### config.mk
export PLATFORM = sky130hd
export DESIGN_NAME = pcie_bridge_csr_irq
export DESIGN_NICKNAME = d
export VERILOG_FILES = /design/src/shared/csr_irq_pkg.sv /design/src/shared/mbox_if.sv /design/src/rtl/mbox_bank.sv /design/src/rtl/pcie_bridge_csr_irq.sv
export VERILOG_INCLUDE_DIRS = /design/src /design/src/shared
export SDC_FILE = /design/constraint.sdc
export NUM_CORES = 2
export LEC_CHECK = 0
export BUFFER_PORTS_ARGS = -buffer_cell sky130_fd_sc_hd__buf_2
export CORE_MARGIN = 1
export CORE_UTILIZATION = 57
export DETAILED_ROUTE_END_ITERATION = 12
export MAX_ROUTING_LAYER = met4
export PLACE_DENSITY = 0.76
export SLEW_MARGIN = 0
export SYNTH_ARGS = -nofsm -noshare
export SYNTH_HDL_FRONTEND = slang
export SYNTH_SLANG_ARGS = --single-unit
export TNS_END_PERCENT = 30
### constraint.sdc
create_clock -name core_clk -period 31.4 [get_ports core_clk]
set_input_delay 3.14 -clock core_clk [delete_from_list [all_inputs] [get_ports core_clk]]
set_output_delay 3.14 -clock core_clk [all_outputs]
set_load 0.1 [all_outputs]
### src/shared/csr_irq_defines.svh
/*
  Register offsets, field positions and reset values of the bridge CSR block.
  Assumes byte addresses of a 16 KB space, one 32-bit word per register.
*/
`ifndef CSR_IRQ_DEFINES_SVH
`define CSR_IRQ_DEFINES_SVH
// ==========================================================================
// Offsets
`define OFS_LINK_STATUS  14'h0040
`define OFS_LINK_ENABLE  14'h0050
`define OFS_FAB_VECTOR   14'h0060
`define OFS_IN_MBOX      14'h0800
`define OFS_OUT_MBOX     14'h0900
`define OFS_FAB_STATUS   14'h3060
`define OFS_FAB_ENABLE   14'h3070
`define OFS_OUT_MBOX_FAB 14'h3A00
`define OFS_IN_MBOX_FAB  14'h3B00
`define MBOX_WIN_MASK    14'h3FE0
`define WORD_MASK        14'h3FFC
// ==========================================================================
// Fields and reset values
`define OUT_FLAG_LSB     16
`define FAB_NONE_VECTOR  5'h10
`define LINK_FLAGS_RST   8'h00
`define LINK_EN_RST      24'h000000
`define FAB_FLAGS_RST    8'h00
`define FAB_EN_RST       8'h00
`define MBOX_RST         32'h00000000
`endif

### src/shared/csr_irq_pkg.sv
/*
  Types and shared helpers of the bridge CSR block.
  Assumes nothing beyond the defines header.
*/
package csr_irq_pkg;
  // ========================================================================
  // Types
  typedef enum logic [1:0] {
    REGION_LINK = 2'h0,
    REGION_XLAT = 2'h1,
    REGION_RP   = 2'h2,
    REGION_FAB  = 2'h3
  } region_t;

  typedef enum logic [1:0] {
    MSI_IDLE = 2'b01,
    MSI_SENT = 2'b10
  } msi_state_t;

  // ========================================================================
  // Byte-lane merge
  function automatic logic [31:0] be_merge(input logic [31:0] old_v,
                                           input logic [31:0] new_v,
                                           input logic [3:0]  be);
    logic [31:0] res;
    res = old_v;
    for (int i = 0; i < 4; i++) begin
      if (be[i]) begin
        res[i*8 +: 8] = new_v[i*8 +: 8];
      end
    end
    return res;
  endfunction : be_merge
endpackage : csr_irq_pkg

### src/shared/mbox_if.sv
/*
  Carrier between the CSR decoder and the mailbox store.
  Assumes one clock; read data is combinational from rd_idx.
*/
`timescale 1ns/1ps
interface mbox_if;
  logic        wr_en;
  logic [3:0]  wr_idx;
  logic [31:0] wr_data;
  logic [3:0]  wr_be;
  logic [3:0]  rd_idx;
  logic [31:0] rd_data;

  modport store (input wr_en, wr_idx, wr_data, wr_be, rd_idx, output rd_data);
  modport user  (output wr_en, wr_idx, wr_data, wr_be, rd_idx, input rd_data);
endinterface : mbox_if

### src/rtl/mbox_bank.sv
/*
  Sixteen mailbox words: index 0-7 inbound, 8-15 outbound.
  Assumes the decoder enforces which side may write which half.
*/
`timescale 1ns/1ps
`include "csr_irq_defines.svh"
module mbox_bank (
  input  wire logic core_clk,
  input  wire logic reset,
  mbox_if.store     mb
);
  logic [31:0] word_r [16];

  // ========================================================================
  // Storage
  always_ff @(posedge core_clk or posedge reset) begin
    if (reset) begin
      for (int i = 0; i < 16; i++) begin
        word_r[i] <= `MBOX_RST;
      end
    end else if (mb.wr_en) begin
      word_r[mb.wr_idx] <= csr_irq_pkg::be_merge(word_r[mb.wr_idx], mb.wr_data, mb.wr_be);
    end
  end

  assign mb.rd_data = word_r[mb.rd_idx];
endmodule : mbox_bank

### src/rtl/pcie_bridge_csr_irq.sv
/*
  Bridge register slave: 16 KB decode, mailboxes, link and fabric interrupts.
  Assumes requests on the same clock; interrupt and mode pins are asynchronous.
*/
`timescale 1ns/1ps
`include "csr_irq_defines.svh"
// Behaviour
// - Registers live in this slave module, reached only through its port.
// - Decode a 16 KB space as four 4 KB regions.
// - No requester restriction; every request reaches every region.
// - Lowest region: link enables, inbound mailbox writes, outbound reads.
// - Second region holds translation tables, passed to the external port.
// - Third region holds root-port request registers, passed externally.
// - Highest region: fabric enables, outbound writes, inbound reads.
// - Undefined addresses read as any value; here zero.
// - Link status at 0x40, link enable 0x50, fabric vector 0x60.
// - Inbound mailboxes from 0x800, outbound mailboxes from 0x900.
// - Fabric status 0x3060, legacy enable 0x3070; meaning depends on port role.
// - Fabric views: inbound at 0x3B00, outbound at 0x3A00.
// - Writing outbound mailbox n sets status bit 16+n; write one clears.
// - Status bits 15..0 show live fabric interrupt levels, read-only.
// - Sixteen fabric interrupt inputs, one status bit each.
// - Link interrupt asserts when any status bit and its enable are set.
// - Link interrupt is sent as MSI or legacy per the mode.
// - Enable bits 23..16 gate outbound mailbox interrupts.
// - Enable bits 15..0 gate fabric interrupt inputs.
// - Link write to inbound mailbox n sets fabric status bit n.
// - Outbound mailboxes are read-only from the link view.
module pcie_bridge_csr_irq (
  input  wire logic        core_clk,
  input  wire logic        reset,
  input  wire logic [13:0] reg_addr,
  input  wire logic        reg_write,
  input  wire logic        reg_read,
  input  wire logic [31:0] reg_wdata,
  input  wire logic [3:0]  reg_byteen,
  output logic [31:0]      reg_rdata,
  output logic             reg_rdvalid,
  input  wire logic [15:0] fabric_irq_in,
  input  wire logic        msi_mode,
  input  wire logic        root_port_mode,
  input  wire logic [3:0]  rp_intx_in,
  output logic             ext_wr,
  output logic             ext_rd,
  output logic [1:0]       ext_region,
  output logic [11:0]      ext_addr,
  output logic [31:0]      ext_wdata,
  output logic [3:0]       ext_byteen,
  input  wire logic [31:0] ext_rdata,
  output logic             link_irq,
  output logic             intx_assert,
  output logic             msi_req,
  output logic             fabric_irq
);
  // ========================================================================
  // Helpers
  function automatic logic hit(input logic [13:0] a, input logic [13:0] base,
                               input logic [13:0] mask);
    return (a & mask) == base;
  endfunction : hit

  function automatic logic [4:0] first_set(input logic [15:0] v);
    logic [4:0] r;
    r = `FAB_NONE_VECTOR;
    for (int i = 15; i >= 0; i--) begin
      if (v[i]) begin
        r = 5'(i);
      end
    end
    return r;
  endfunction : first_set

  // ========================================================================
  // Pin synchronisers
  logic [21:0] meta_r;
  logic [21:0] sync_r;
  logic [15:0] fab_lvl;
  logic        msi_s;
  logic        root_s;
  logic [3:0]  rp_intx_s;

  always_ff @(posedge core_clk or posedge reset) begin
    if (reset) begin
      meta_r <= 22'h000000;
      sync_r <= 22'h000000;
    end else begin
      meta_r <= {rp_intx_in, root_port_mode, msi_mode, fabric_irq_in};
      sync_r <= meta_r;
    end
  end

  assign fab_lvl   = sync_r[15:0];
  assign msi_s     = sync_r[16];
  assign root_s    = sync_r[17];
  assign rp_intx_s = sync_r[21:18];

  // ========================================================================
  // Request decode
  csr_irq_pkg::region_t wr_region;
  logic [2:0]  mb_n;
  logic        acc;
  logic        wr_link_st;
  logic        wr_link_en;
  logic        wr_fab_st;
  logic        wr_fab_en;
  logic        wr_in_mbox;
  logic        wr_out_mbox;
  logic        wr_ro_out;
  logic        ext_hit;

  assign acc         = reg_write | reg_read;
  assign wr_region   = csr_irq_pkg::region_t'(reg_addr[13:12]);
  assign mb_n        = reg_addr[4:2];
  assign wr_link_st  = reg_write & hit(reg_addr, `OFS_LINK_STATUS, `WORD_MASK);
  assign wr_link_en  = reg_write & hit(reg_addr, `OFS_LINK_ENABLE, `WORD_MASK);
  assign wr_fab_st   = reg_write & hit(reg_addr, `OFS_FAB_STATUS, `WORD_MASK);
  assign wr_fab_en   = reg_write & hit(reg_addr, `OFS_FAB_ENABLE, `WORD_MASK);
  assign wr_in_mbox  = reg_write & hit(reg_addr, `OFS_IN_MBOX, `MBOX_WIN_MASK);
  assign wr_out_mbox = reg_write & hit(reg_addr, `OFS_OUT_MBOX_FAB, `MBOX_WIN_MASK);
  assign wr_ro_out   = reg_write & hit(reg_addr, `OFS_OUT_MBOX, `MBOX_WIN_MASK);
  assign ext_hit     = (wr_region == csr_irq_pkg::REGION_XLAT) |
                       (wr_region == csr_irq_pkg::REGION_RP);

  // ========================================================================
  // Mailbox store
  mbox_if mb ();
  logic [13:0] rd_addr_r;

  assign mb.wr_en   = wr_in_mbox | wr_out_mbox;
  assign mb.wr_idx  = {wr_out_mbox, mb_n};
  assign mb.wr_data = reg_wdata;
  assign mb.wr_be   = reg_byteen;
  assign mb.rd_idx  = {~rd_addr_r[13] ? rd_addr_r[8] : ~rd_addr_r[8], rd_addr_r[4:2]};

  mbox_bank u_mbox (
    .core_clk (core_clk),
    .reset    (reset),
    .mb       (mb.store)
  );

  // ========================================================================
  // Link-bound flags and enables
  logic [7:0]  out_flags_r;
  logic [7:0]  out_flags_nxt;
  logic [7:0]  out_set;
  logic [7:0]  out_clr;
  logic [23:0] link_en_r;
  logic [31:0] link_en_nxt;
  logic [31:0] link_status;
  logic        pending;

  assign out_set = wr_out_mbox ? 8'(8'h01 << mb_n) : 8'h00;
  assign out_clr = (wr_link_st & reg_byteen[2]) ? reg_wdata[23:16] : 8'h00;
  assign out_flags_nxt = (out_flags_r & ~out_clr) | out_set;
  assign link_en_nxt = csr_irq_pkg::be_merge({8'h00, link_en_r}, reg_wdata, reg_byteen);
  assign link_status = {8'h00, out_flags_r, fab_lvl};
  assign pending = |({out_flags_r, fab_lvl} & link_en_r);

  always_ff @(posedge core_clk or posedge reset) begin
    if (reset) begin
      out_flags_r <= `LINK_FLAGS_RST;
      link_en_r   <= `LINK_EN_RST;
    end else begin
      out_flags_r <= out_flags_nxt;
      if (wr_link_en) begin
        link_en_r <= link_en_nxt[23:0];
      end
    end
  end

  // ========================================================================
  // Fabric-bound flags and enables
  logic [7:0] in_flags_r;
  logic [7:0] in_set;
  logic [7:0] in_clr;
  logic [7:0] fab_en_r;
  logic [7:0] fab_src;
  logic       fab_pend;

  assign in_set   = wr_in_mbox ? 8'(8'h01 << mb_n) : 8'h00;
  assign in_clr   = (wr_fab_st & reg_byteen[0]) ? reg_wdata[7:0] : 8'h00;
  assign fab_src  = root_s ? {4'h0, rp_intx_s} : in_flags_r;
  assign fab_pend = |(fab_src & fab_en_r);

  always_ff @(posedge core_clk or posedge reset) begin
    if (reset) begin
      in_flags_r <= `FAB_FLAGS_RST;
      fab_en_r   <= `FAB_EN_RST;
    end else begin
      in_flags_r <= (in_flags_r & ~in_clr) | in_set;
      if (wr_fab_en & reg_byteen[0]) begin
        fab_en_r <= reg_wdata[7:0];
      end
    end
  end

  // ========================================================================
  // Interrupt delivery
  csr_irq_pkg::msi_state_t msi_st_r;
  csr_irq_pkg::msi_state_t msi_st_nxt;
  logic link_irq_r;
  logic intx_r;
  logic msi_req_r;
  logic fabric_irq_r;
  logic msi_fire;

  assign msi_fire = pending & msi_s & (msi_st_r == csr_irq_pkg::MSI_IDLE);

  always_comb begin
    case (msi_st_r)
      csr_irq_pkg::MSI_IDLE: msi_st_nxt = msi_fire ? csr_irq_pkg::MSI_SENT : msi_st_r;
      csr_irq_pkg::MSI_SENT: msi_st_nxt = pending ? msi_st_r : csr_irq_pkg::MSI_IDLE;
      default:               msi_st_nxt = csr_irq_pkg::MSI_IDLE;
    endcase
  end

  always_ff @(posedge core_clk or posedge reset) begin
    if (reset) begin
      msi_st_r     <= csr_irq_pkg::MSI_IDLE;
      link_irq_r   <= 1'b0;
      intx_r       <= 1'b0;
      msi_req_r    <= 1'b0;
      fabric_irq_r <= 1'b0;
    end else begin
      msi_st_r     <= msi_st_nxt;
      link_irq_r   <= pending;
      intx_r       <= pending & ~msi_s;
      msi_req_r    <= msi_fire;
      fabric_irq_r <= fab_pend;
    end
  end

  // ========================================================================
  // External region pass-through and read pipeline
  logic        ext_wr_r;
  logic        ext_rd_r;
  logic [1:0]  ext_region_r;
  logic [11:0] ext_addr_r;
  logic [31:0] ext_wdata_r;
  logic [3:0]  ext_be_r;
  logic        rd_pend_r;
  logic [31:0] rdata_r;
  logic        rdvalid_r;
  logic [31:0] rd_mux;
  logic        rd_mbox;

  assign rd_mbox = hit(rd_addr_r, `OFS_IN_MBOX_FAB, `MBOX_WIN_MASK) |
                   hit(rd_addr_r, `OFS_OUT_MBOX_FAB, `MBOX_WIN_MASK) |
                   hit(rd_addr_r, `OFS_IN_MBOX, `MBOX_WIN_MASK) |
                   hit(rd_addr_r, `OFS_OUT_MBOX, `MBOX_WIN_MASK);
  assign rd_mux =
    ext_rd_r ? ext_rdata :
    rd_mbox ? mb.rd_data :
    hit(rd_addr_r, `OFS_LINK_STATUS, `WORD_MASK) ? link_status :
    hit(rd_addr_r, `OFS_LINK_ENABLE, `WORD_MASK) ? {8'h00, link_en_r} :
    hit(rd_addr_r, `OFS_FAB_VECTOR, `WORD_MASK) ? {27'h0, first_set(fab_lvl)} :
    hit(rd_addr_r, `OFS_FAB_STATUS, `WORD_MASK) ? {24'h0, fab_src} :
    hit(rd_addr_r, `OFS_FAB_ENABLE, `WORD_MASK) ? {24'h0, fab_en_r} :
    32'h00000000;

  always_ff @(posedge core_clk or posedge reset) begin
    if (reset) begin
      ext_wr_r     <= 1'b0;
      ext_rd_r     <= 1'b0;
      ext_region_r <= 2'h0;
      ext_addr_r   <= 12'h000;
      ext_wdata_r  <= 32'h00000000;
      ext_be_r     <= 4'h0;
      rd_pend_r    <= 1'b0;
      rd_addr_r    <= 14'h0000;
      rdata_r      <= 32'h00000000;
      rdvalid_r    <= 1'b0;
    end else begin
      ext_wr_r     <= reg_write & ext_hit;
      ext_rd_r     <= reg_read & ext_hit;
      ext_region_r <= {reg_addr[13:12] == 2'h2, reg_addr[13:12] == 2'h1};
      ext_addr_r   <= reg_addr[11:0];
      ext_wdata_r  <= reg_wdata;
      ext_be_r     <= reg_byteen;
      rd_pend_r    <= reg_read;
      rd_addr_r    <= acc ? reg_addr : rd_addr_r;
      rdata_r      <= rd_pend_r ? rd_mux : rdata_r;
      rdvalid_r    <= rd_pend_r;
    end
  end

  // ========================================================================
  // Outputs
  assign reg_rdata   = rdata_r;
  assign reg_rdvalid = rdvalid_r;
  assign ext_wr      = ext_wr_r;
  assign ext_rd      = ext_rd_r;
  assign ext_region  = ext_region_r;
  assign ext_addr    = ext_addr_r;
  assign ext_wdata   = ext_wdata_r;
  assign ext_byteen  = ext_be_r;
  assign link_irq    = link_irq_r;
  assign intx_assert = intx_r;
  assign msi_req     = msi_req_r;
  assign fabric_irq  = fabric_irq_r;
endmodule : pcie_bridge_csr_irq

* Word-level counts from Yosys, hierarchy flattened *
Index checks and enable logic that the tools add are counted.

word-level totals
  memories = 0
  bits in latches = 0
  bits in registers = 710
  bits of input ports = 108
  bits in writable memories = 0
  ROM bits = 0
  word-level logic and storage cells = 152
  output and inout port bits = 89

operators by class
  shifts and indexed selects = 1
  reduce and logical (&&, ||, !) cells = 7
  multiply operators = 0
  bitwise operators = 32
  div/mod/pow operators = 0
  add/subtract/negate cells = 0
  equal/unequal tests = 21
  order comparisons = 3
  multiplexer cells = 49

operators with widths
  cell                                                         count
  bitwise mux 512 bit                                          1
  binary-select mux 32 bit (select 4 bit)                      2
  2-to-1 mux 32 bit                                            7
  demux 32 bit (select 4 bit)                                  1
  2-to-1 mux 8 bit                                             16
  2-to-1 mux 5 bit                                             16
  equality test 12 x 5 -> 1 bit (second input constant)        5
  equality test 12 bit (second input constant)                 4
  2-to-1 mux 24 bit                                            2
  equality test 9 x 7 -> 1 bit (second input constant)         3
  equality test 9 bit (second input constant)                  3
  AND 24 bit                                                   1
  AND 8 bit                                                    3
  OR reduction 24 bit                                          1
  inverter 8 bit                                               2
  bitwise OR 8 bit                                             2
  AND 1 bit                                                    14
  greater-or-equal comparator 5 bit (second input constant)    2
  inverter 4 -> 5 bit                                          2
  AND reduction 2 bit                                          4
  OR reduction 8 bit                                           1
  << shifter 1 x 3 -> 8 bit (first input constant)             1
  bitwise OR 1 bit                                             6
  less-than comparator 5 x 1 -> 1 bit (second input constant)  1
  other kinds (8)                                              13

* Longest topological paths before layout *
  word-level depth = 21
  gate-level depth with buffers = 11
  gate-level depth less buffers = 6

* By module *
From an unflattened synthesis, not the netlist that was laid out.

second synthesis, totals
  cell total of the unflattened synthesis = 3115
  area, all modules = 37404.6 µm²

modules (own cells, without submodules)
  module               instances  area each (µm²)  seq. area each (µm²)  cells each
  mbox_bank            1          29782.3          12812.3               2503
  pcie_bridge_csr_irq  1          7622.3           4906.0                612

* Worst setup path after synthesis *
OpenSTA, ideal clock, no wires.

  path kind = input-to-reg
  start point = in reg_addr[3]
  end point = reg u_mbox.word_r[0] (netlist bit)
  slack = 26.042 ns
  arrival time = 5.219 ns
  stages = 9
  buffers on the path = 5
  required time = 31.261 ns
  setup time = 0.139 ns
  path through = buf_2 -> buf_4 -> clkbuf_1 -> mux4_2 -> mux4_2 -> nand2b_1 -> buf_2 -> buf_2 -> a31oi_1

between the ends
  cells in the longest elaborated chain, start to end = 7
  elaborated cells between the ends (all ways) = 12
  those cells by class = order compare (2); mux (8); bitwise (1); reduce/logical (1)

RTL lines
  element                                               RTL line                   text
  from (decl)                                           pcie_bridge_csr_irq.sv:32  input wire logic [13:0] reg_addr,
  inverter 4 -> 5 bit (not written as such) *           mbox_bank.sv:22            word_r[mb.wr_idx] <= csr_irq_pkg::be_merge(word_r[mb.wr_idx], mb.wr_data, mb.wr_be);
  binary-select mux 32 bit (select 4 bit)               mbox_bank.sv:22
  2-to-1 mux 32 bit (not written as such) (2 in a row)  mbox_bank.sv:22
  2-to-1 mux 8 bit                                      csr_irq_pkg.sv:28          if (be[i]) begin
  2-to-1 mux 8 bit                                      mbox_bank.sv:21            end else if (mb.wr_en) begin
  bitwise mux 512 bit *                                 mbox_bank.sv:22
  to (signal, indexed assignment)                       mbox_bank.sv:19            word_r[i] <= `MBOX_RST;
  to (signal, indexed assignment)                       mbox_bank.sv:22
  to (decl)                                             mbox_bank.sv:12            logic [31:0] word_r [16];

Every way passes the cells marked *; elsewhere a longest branch is shown, timed or not. The select of a mux whose other input is x is not followed.
A chain may end at the register's enable or synchronous reset.

* Final worst setup path *
  start point = in reg_addr[3]
  end point = reg u_mbox.word_r[200] (netlist bit)

The elaborated chain is that of the path after synthesis.

==> out/metrics.yaml <==
run_status:
  status: "completed"
power_and_ir_drop:
  seqPwrFrac_pct: 44.6
  power_frac_clock_pct: 45.9
  p_switching_mw: 0.5387
  ir_worst_vdd_v: 0.00003192
  comb_power_share_pct: 9.5
  internal_power_mw: 1.586
  p_leak_nw: 16.77
  switching_share_pct: 25.36
  power.density_nw_per_um2: 55.45
hold_path:
  hold_path_class: "reg2reg"
  hold_start: "meta_r[3]"
  hold_path_depth: 0
sta:
  min_period_ps: 6311
  setup_viol: 0
  slew_viol_final: 0
  skew_ps: 15.10
  hold_violations: 0
  rsz0062_at_grt: "no"
  tightestPinTransition_ps: 1209
  min_period_over_period_pct: 20.10
  relSlewSlack_pct: 19.41
  max_freq_ghz: 0.1585
  fin_tns_setup_ps: 0
logic_synthesis:
  yosysWarnings: 0
  postSynth.asyncResetShare_pct: 100.0
  yosys_register_bits: 708
  synth_ff_type: "dfrtp_1"
  synth_cells: 2892
  synth.cell_area_um2: 34590
  synth_top_area_share_pct: 51.14
  yosys-top-cells-area: "dfrtp_1, mux4_2, a31oi_1"
  synth_nets: 3004
  synth_edf_count: 0
  syn_avg_cell_area_um2: 11.96
  yosysTopAreaCell: "dfrtp_1"
  synth_cell_type_count: 64
  ys_seq_area_share_pct: 51.22
setup_path:
  crit_cells: 7
  slowest_stage: "buf_4"
  r2r_slack_ps: 27570
  critPathKind: "in2reg"
  rr_startpoint: "rd_addr_r[3]"
  cp_slowest_stage_delay_ps: 630
  cp.required_ps: 31820
  startpoint: "reg_addr[3]"
  critPathArrivalTime_ps: 6730
  critPathBufInv: 3
  crit_path_end_kind: "flop"
  critPathLaunchType: "primary input"
  r2r_cells: 7
  cp_top_family: "buffers and inverters"
  cp_cell_sequence: "buf_6 -> buf_4 -> buf_4 -> mux4_2 -> mux4_2 -> nand2b_1 -> a31oi_1"
  crit_fanout: 70
route:
  drt_wl_total_um: 99110
  num_vias: 26460
  ant_nets: 0
  detail_route.vias_per_cell: 7.088
  drcViolationCount: 0
  wl_per_cell_um: 26.55
  dr.pass1.iters: 8
  drt-initial-drc-count: 3708
final_layout:
  final_cells: 3733
  num_antenna_cells: 0
  area_delta_synth_final_pct: 10.75
  final_cell_area_um2: 38310
  nNetsFinal: 3013
  layout-drive-gt1-share_pct: 24.66
clocking:
  cts.sinks: 708
  cts_buffers: 76
  clock_latency_ps: 610
  htree_levels: 3
  max-clock-path-buffers: 3
  clk_pin_slew_worst_paths_ps: 60
  cts_resized: 0
  cts_root_buf: "clkbuf_16"
  post_cts.repair.setup_buffers: 0
  cts_hold_buf: 0
  cts_tree: "done"
global_route:
  grt_pass1_wl_um: 153200
  track_usage_pct: 33.76
  antenna_found_initial: 1
  grt_pass1_vias: 26580
  grt_start_max_net_pins: 202
  grt_overflow: 0
run:
  cap_viol_max_count: 0
floorplan:
  die_h_um: 248.4
  start_util_pct: 58.17
  row_count: 89
  ios: 197
  die-area_um2: 61680
  die_w_um: 248.4
  core_um2: 59460
placement:
  dp.cells: 3596
  dp.final_hpwl_um: 55760
  placed_area_um2: 35570
  port_buffers: 196
  gp_congestion: 0.9520
-- area by class of cell --
cell class	instances	area (µm²)
inverter	24	98.84
sequential	708	17730
clock inverter	34	475.5
multi-input combinational	1856	15440
clock buffer	103	2270
tap	773	967.2
timing repair buffer	235	1326
fill	4241	21150
-- worst reg2reg max path, cell delays in order (launching register included) --
cell and delay, ps:
dfrtp_4 870, buf_4 710, buf_4 730, mux4_2 640, mux2i_1 190, mux2i_1 170, a21oi_1 280, o22ai_1 120
-- metal layers --
| metal | track usage (%) | wire (µm) | part of all wire [%] |
|---|---|---|---|
| met4 | 15.49 | 4235 | 4.3 |
| met1 | 43.76 | 36480 | 37 |
| met2 | 51.72 | 46980 | 47 |
| met5 | - | 0 | 0 |
| met3 | 6.841 | 11410 | 12 |
-- per-stage QoR --
stage / utilization [%] / hold WS (ps) / power (mW) / setup WS (ps)
2_1_floorplan: - / 331.2 / 1.112 / 8405
3_3_place_gp: 59.81 / 332.7 / 1.161 / 24640
3_5_place_dp: 59.81 / 335.5 / 1.165 / 24560
4_1_cts: 64.43 / 347.2 / 2.130 / 25210
5_1_grt: 64.43 / 351.7 / 2.183 / 25010
6_report: 64.43 / 344.7 / 2.124 / 25090
-- power groups by stage --
stage,clock network (mW),logic (mW),registers (mW)
3_5_place_dp,0,0.201,0.964
6_report,0.975,0.201,0.949
5_1_grt,1.02,0.213,0.950
2_1_floorplan,0,0.100,1.01
4_1_cts,0.981,0.201,0.948
3_3_place_gp,0,0.198,0.963
-- worst paths after layout --
check	to
max reg2reg	reg_rdata[0]
min in group asynchronous	ext_wdata[1]
min reg2reg	sync_r[3]
min	sync_r[3]
max in group asynchronous	u_mbox.word_r[362]
max	u_mbox.word_r[200]
-- flip-flops by register name, indices dropped and copies added (netlist names), 2 cells and up --
register	count
out_flags_r	8
ext_region	2
ext_wdata	32
meta_r	22
in_flags_r	8
ext_byteen	4
rd_addr_r	12
u_mbox.word_r	512
fab_en_r	8
sync_r	22
link_en_r	24
ext_addr	12
reg_rdata	32
msi_st_r	2
-- cells by family after synthesis --
group | synth area share (%)
AOI/OAI and AO/OA | 12.57
muxes | 21.98
adders and majority gates | 0.1447
DFF | 51.22
xor gates and xnor gates | 0.07236
buffers and inverters | 4.427
and+or+nand+nor | 9.592
-- cells in the mapped netlist, types with 19 or more instances --
cell,count
a221oi_1,19
a31oi_1,525
buf_1,21
buf_2,143
clkbuf_1,119
dfrtp_1,707
inv_1,20
mux2_1,24
mux2i_1,26
mux4_2,307
nand2_1,130
nand2b_1,29
nor2_1,553
o21ai_0,25
o21ai_1,20
-- placed cells by master (no fill, tap or decap), drive strengths merged, types with 10 or more instances in the layout --
cell,count
nand2,138
nor4,10
a22oi,18
o31ai,18
inv,22
mux4,307
nand3,16
bufinv,12
dfrtp,707
mux2i,26
a31oi,525
a221oi,19
nand2b,29
buf,234
clkinv,22
o21ai,45
clkbuf,104
mux2,38
nor3,14
nor2,558
No activity file was read; power rests on OpenSTA's default activity.
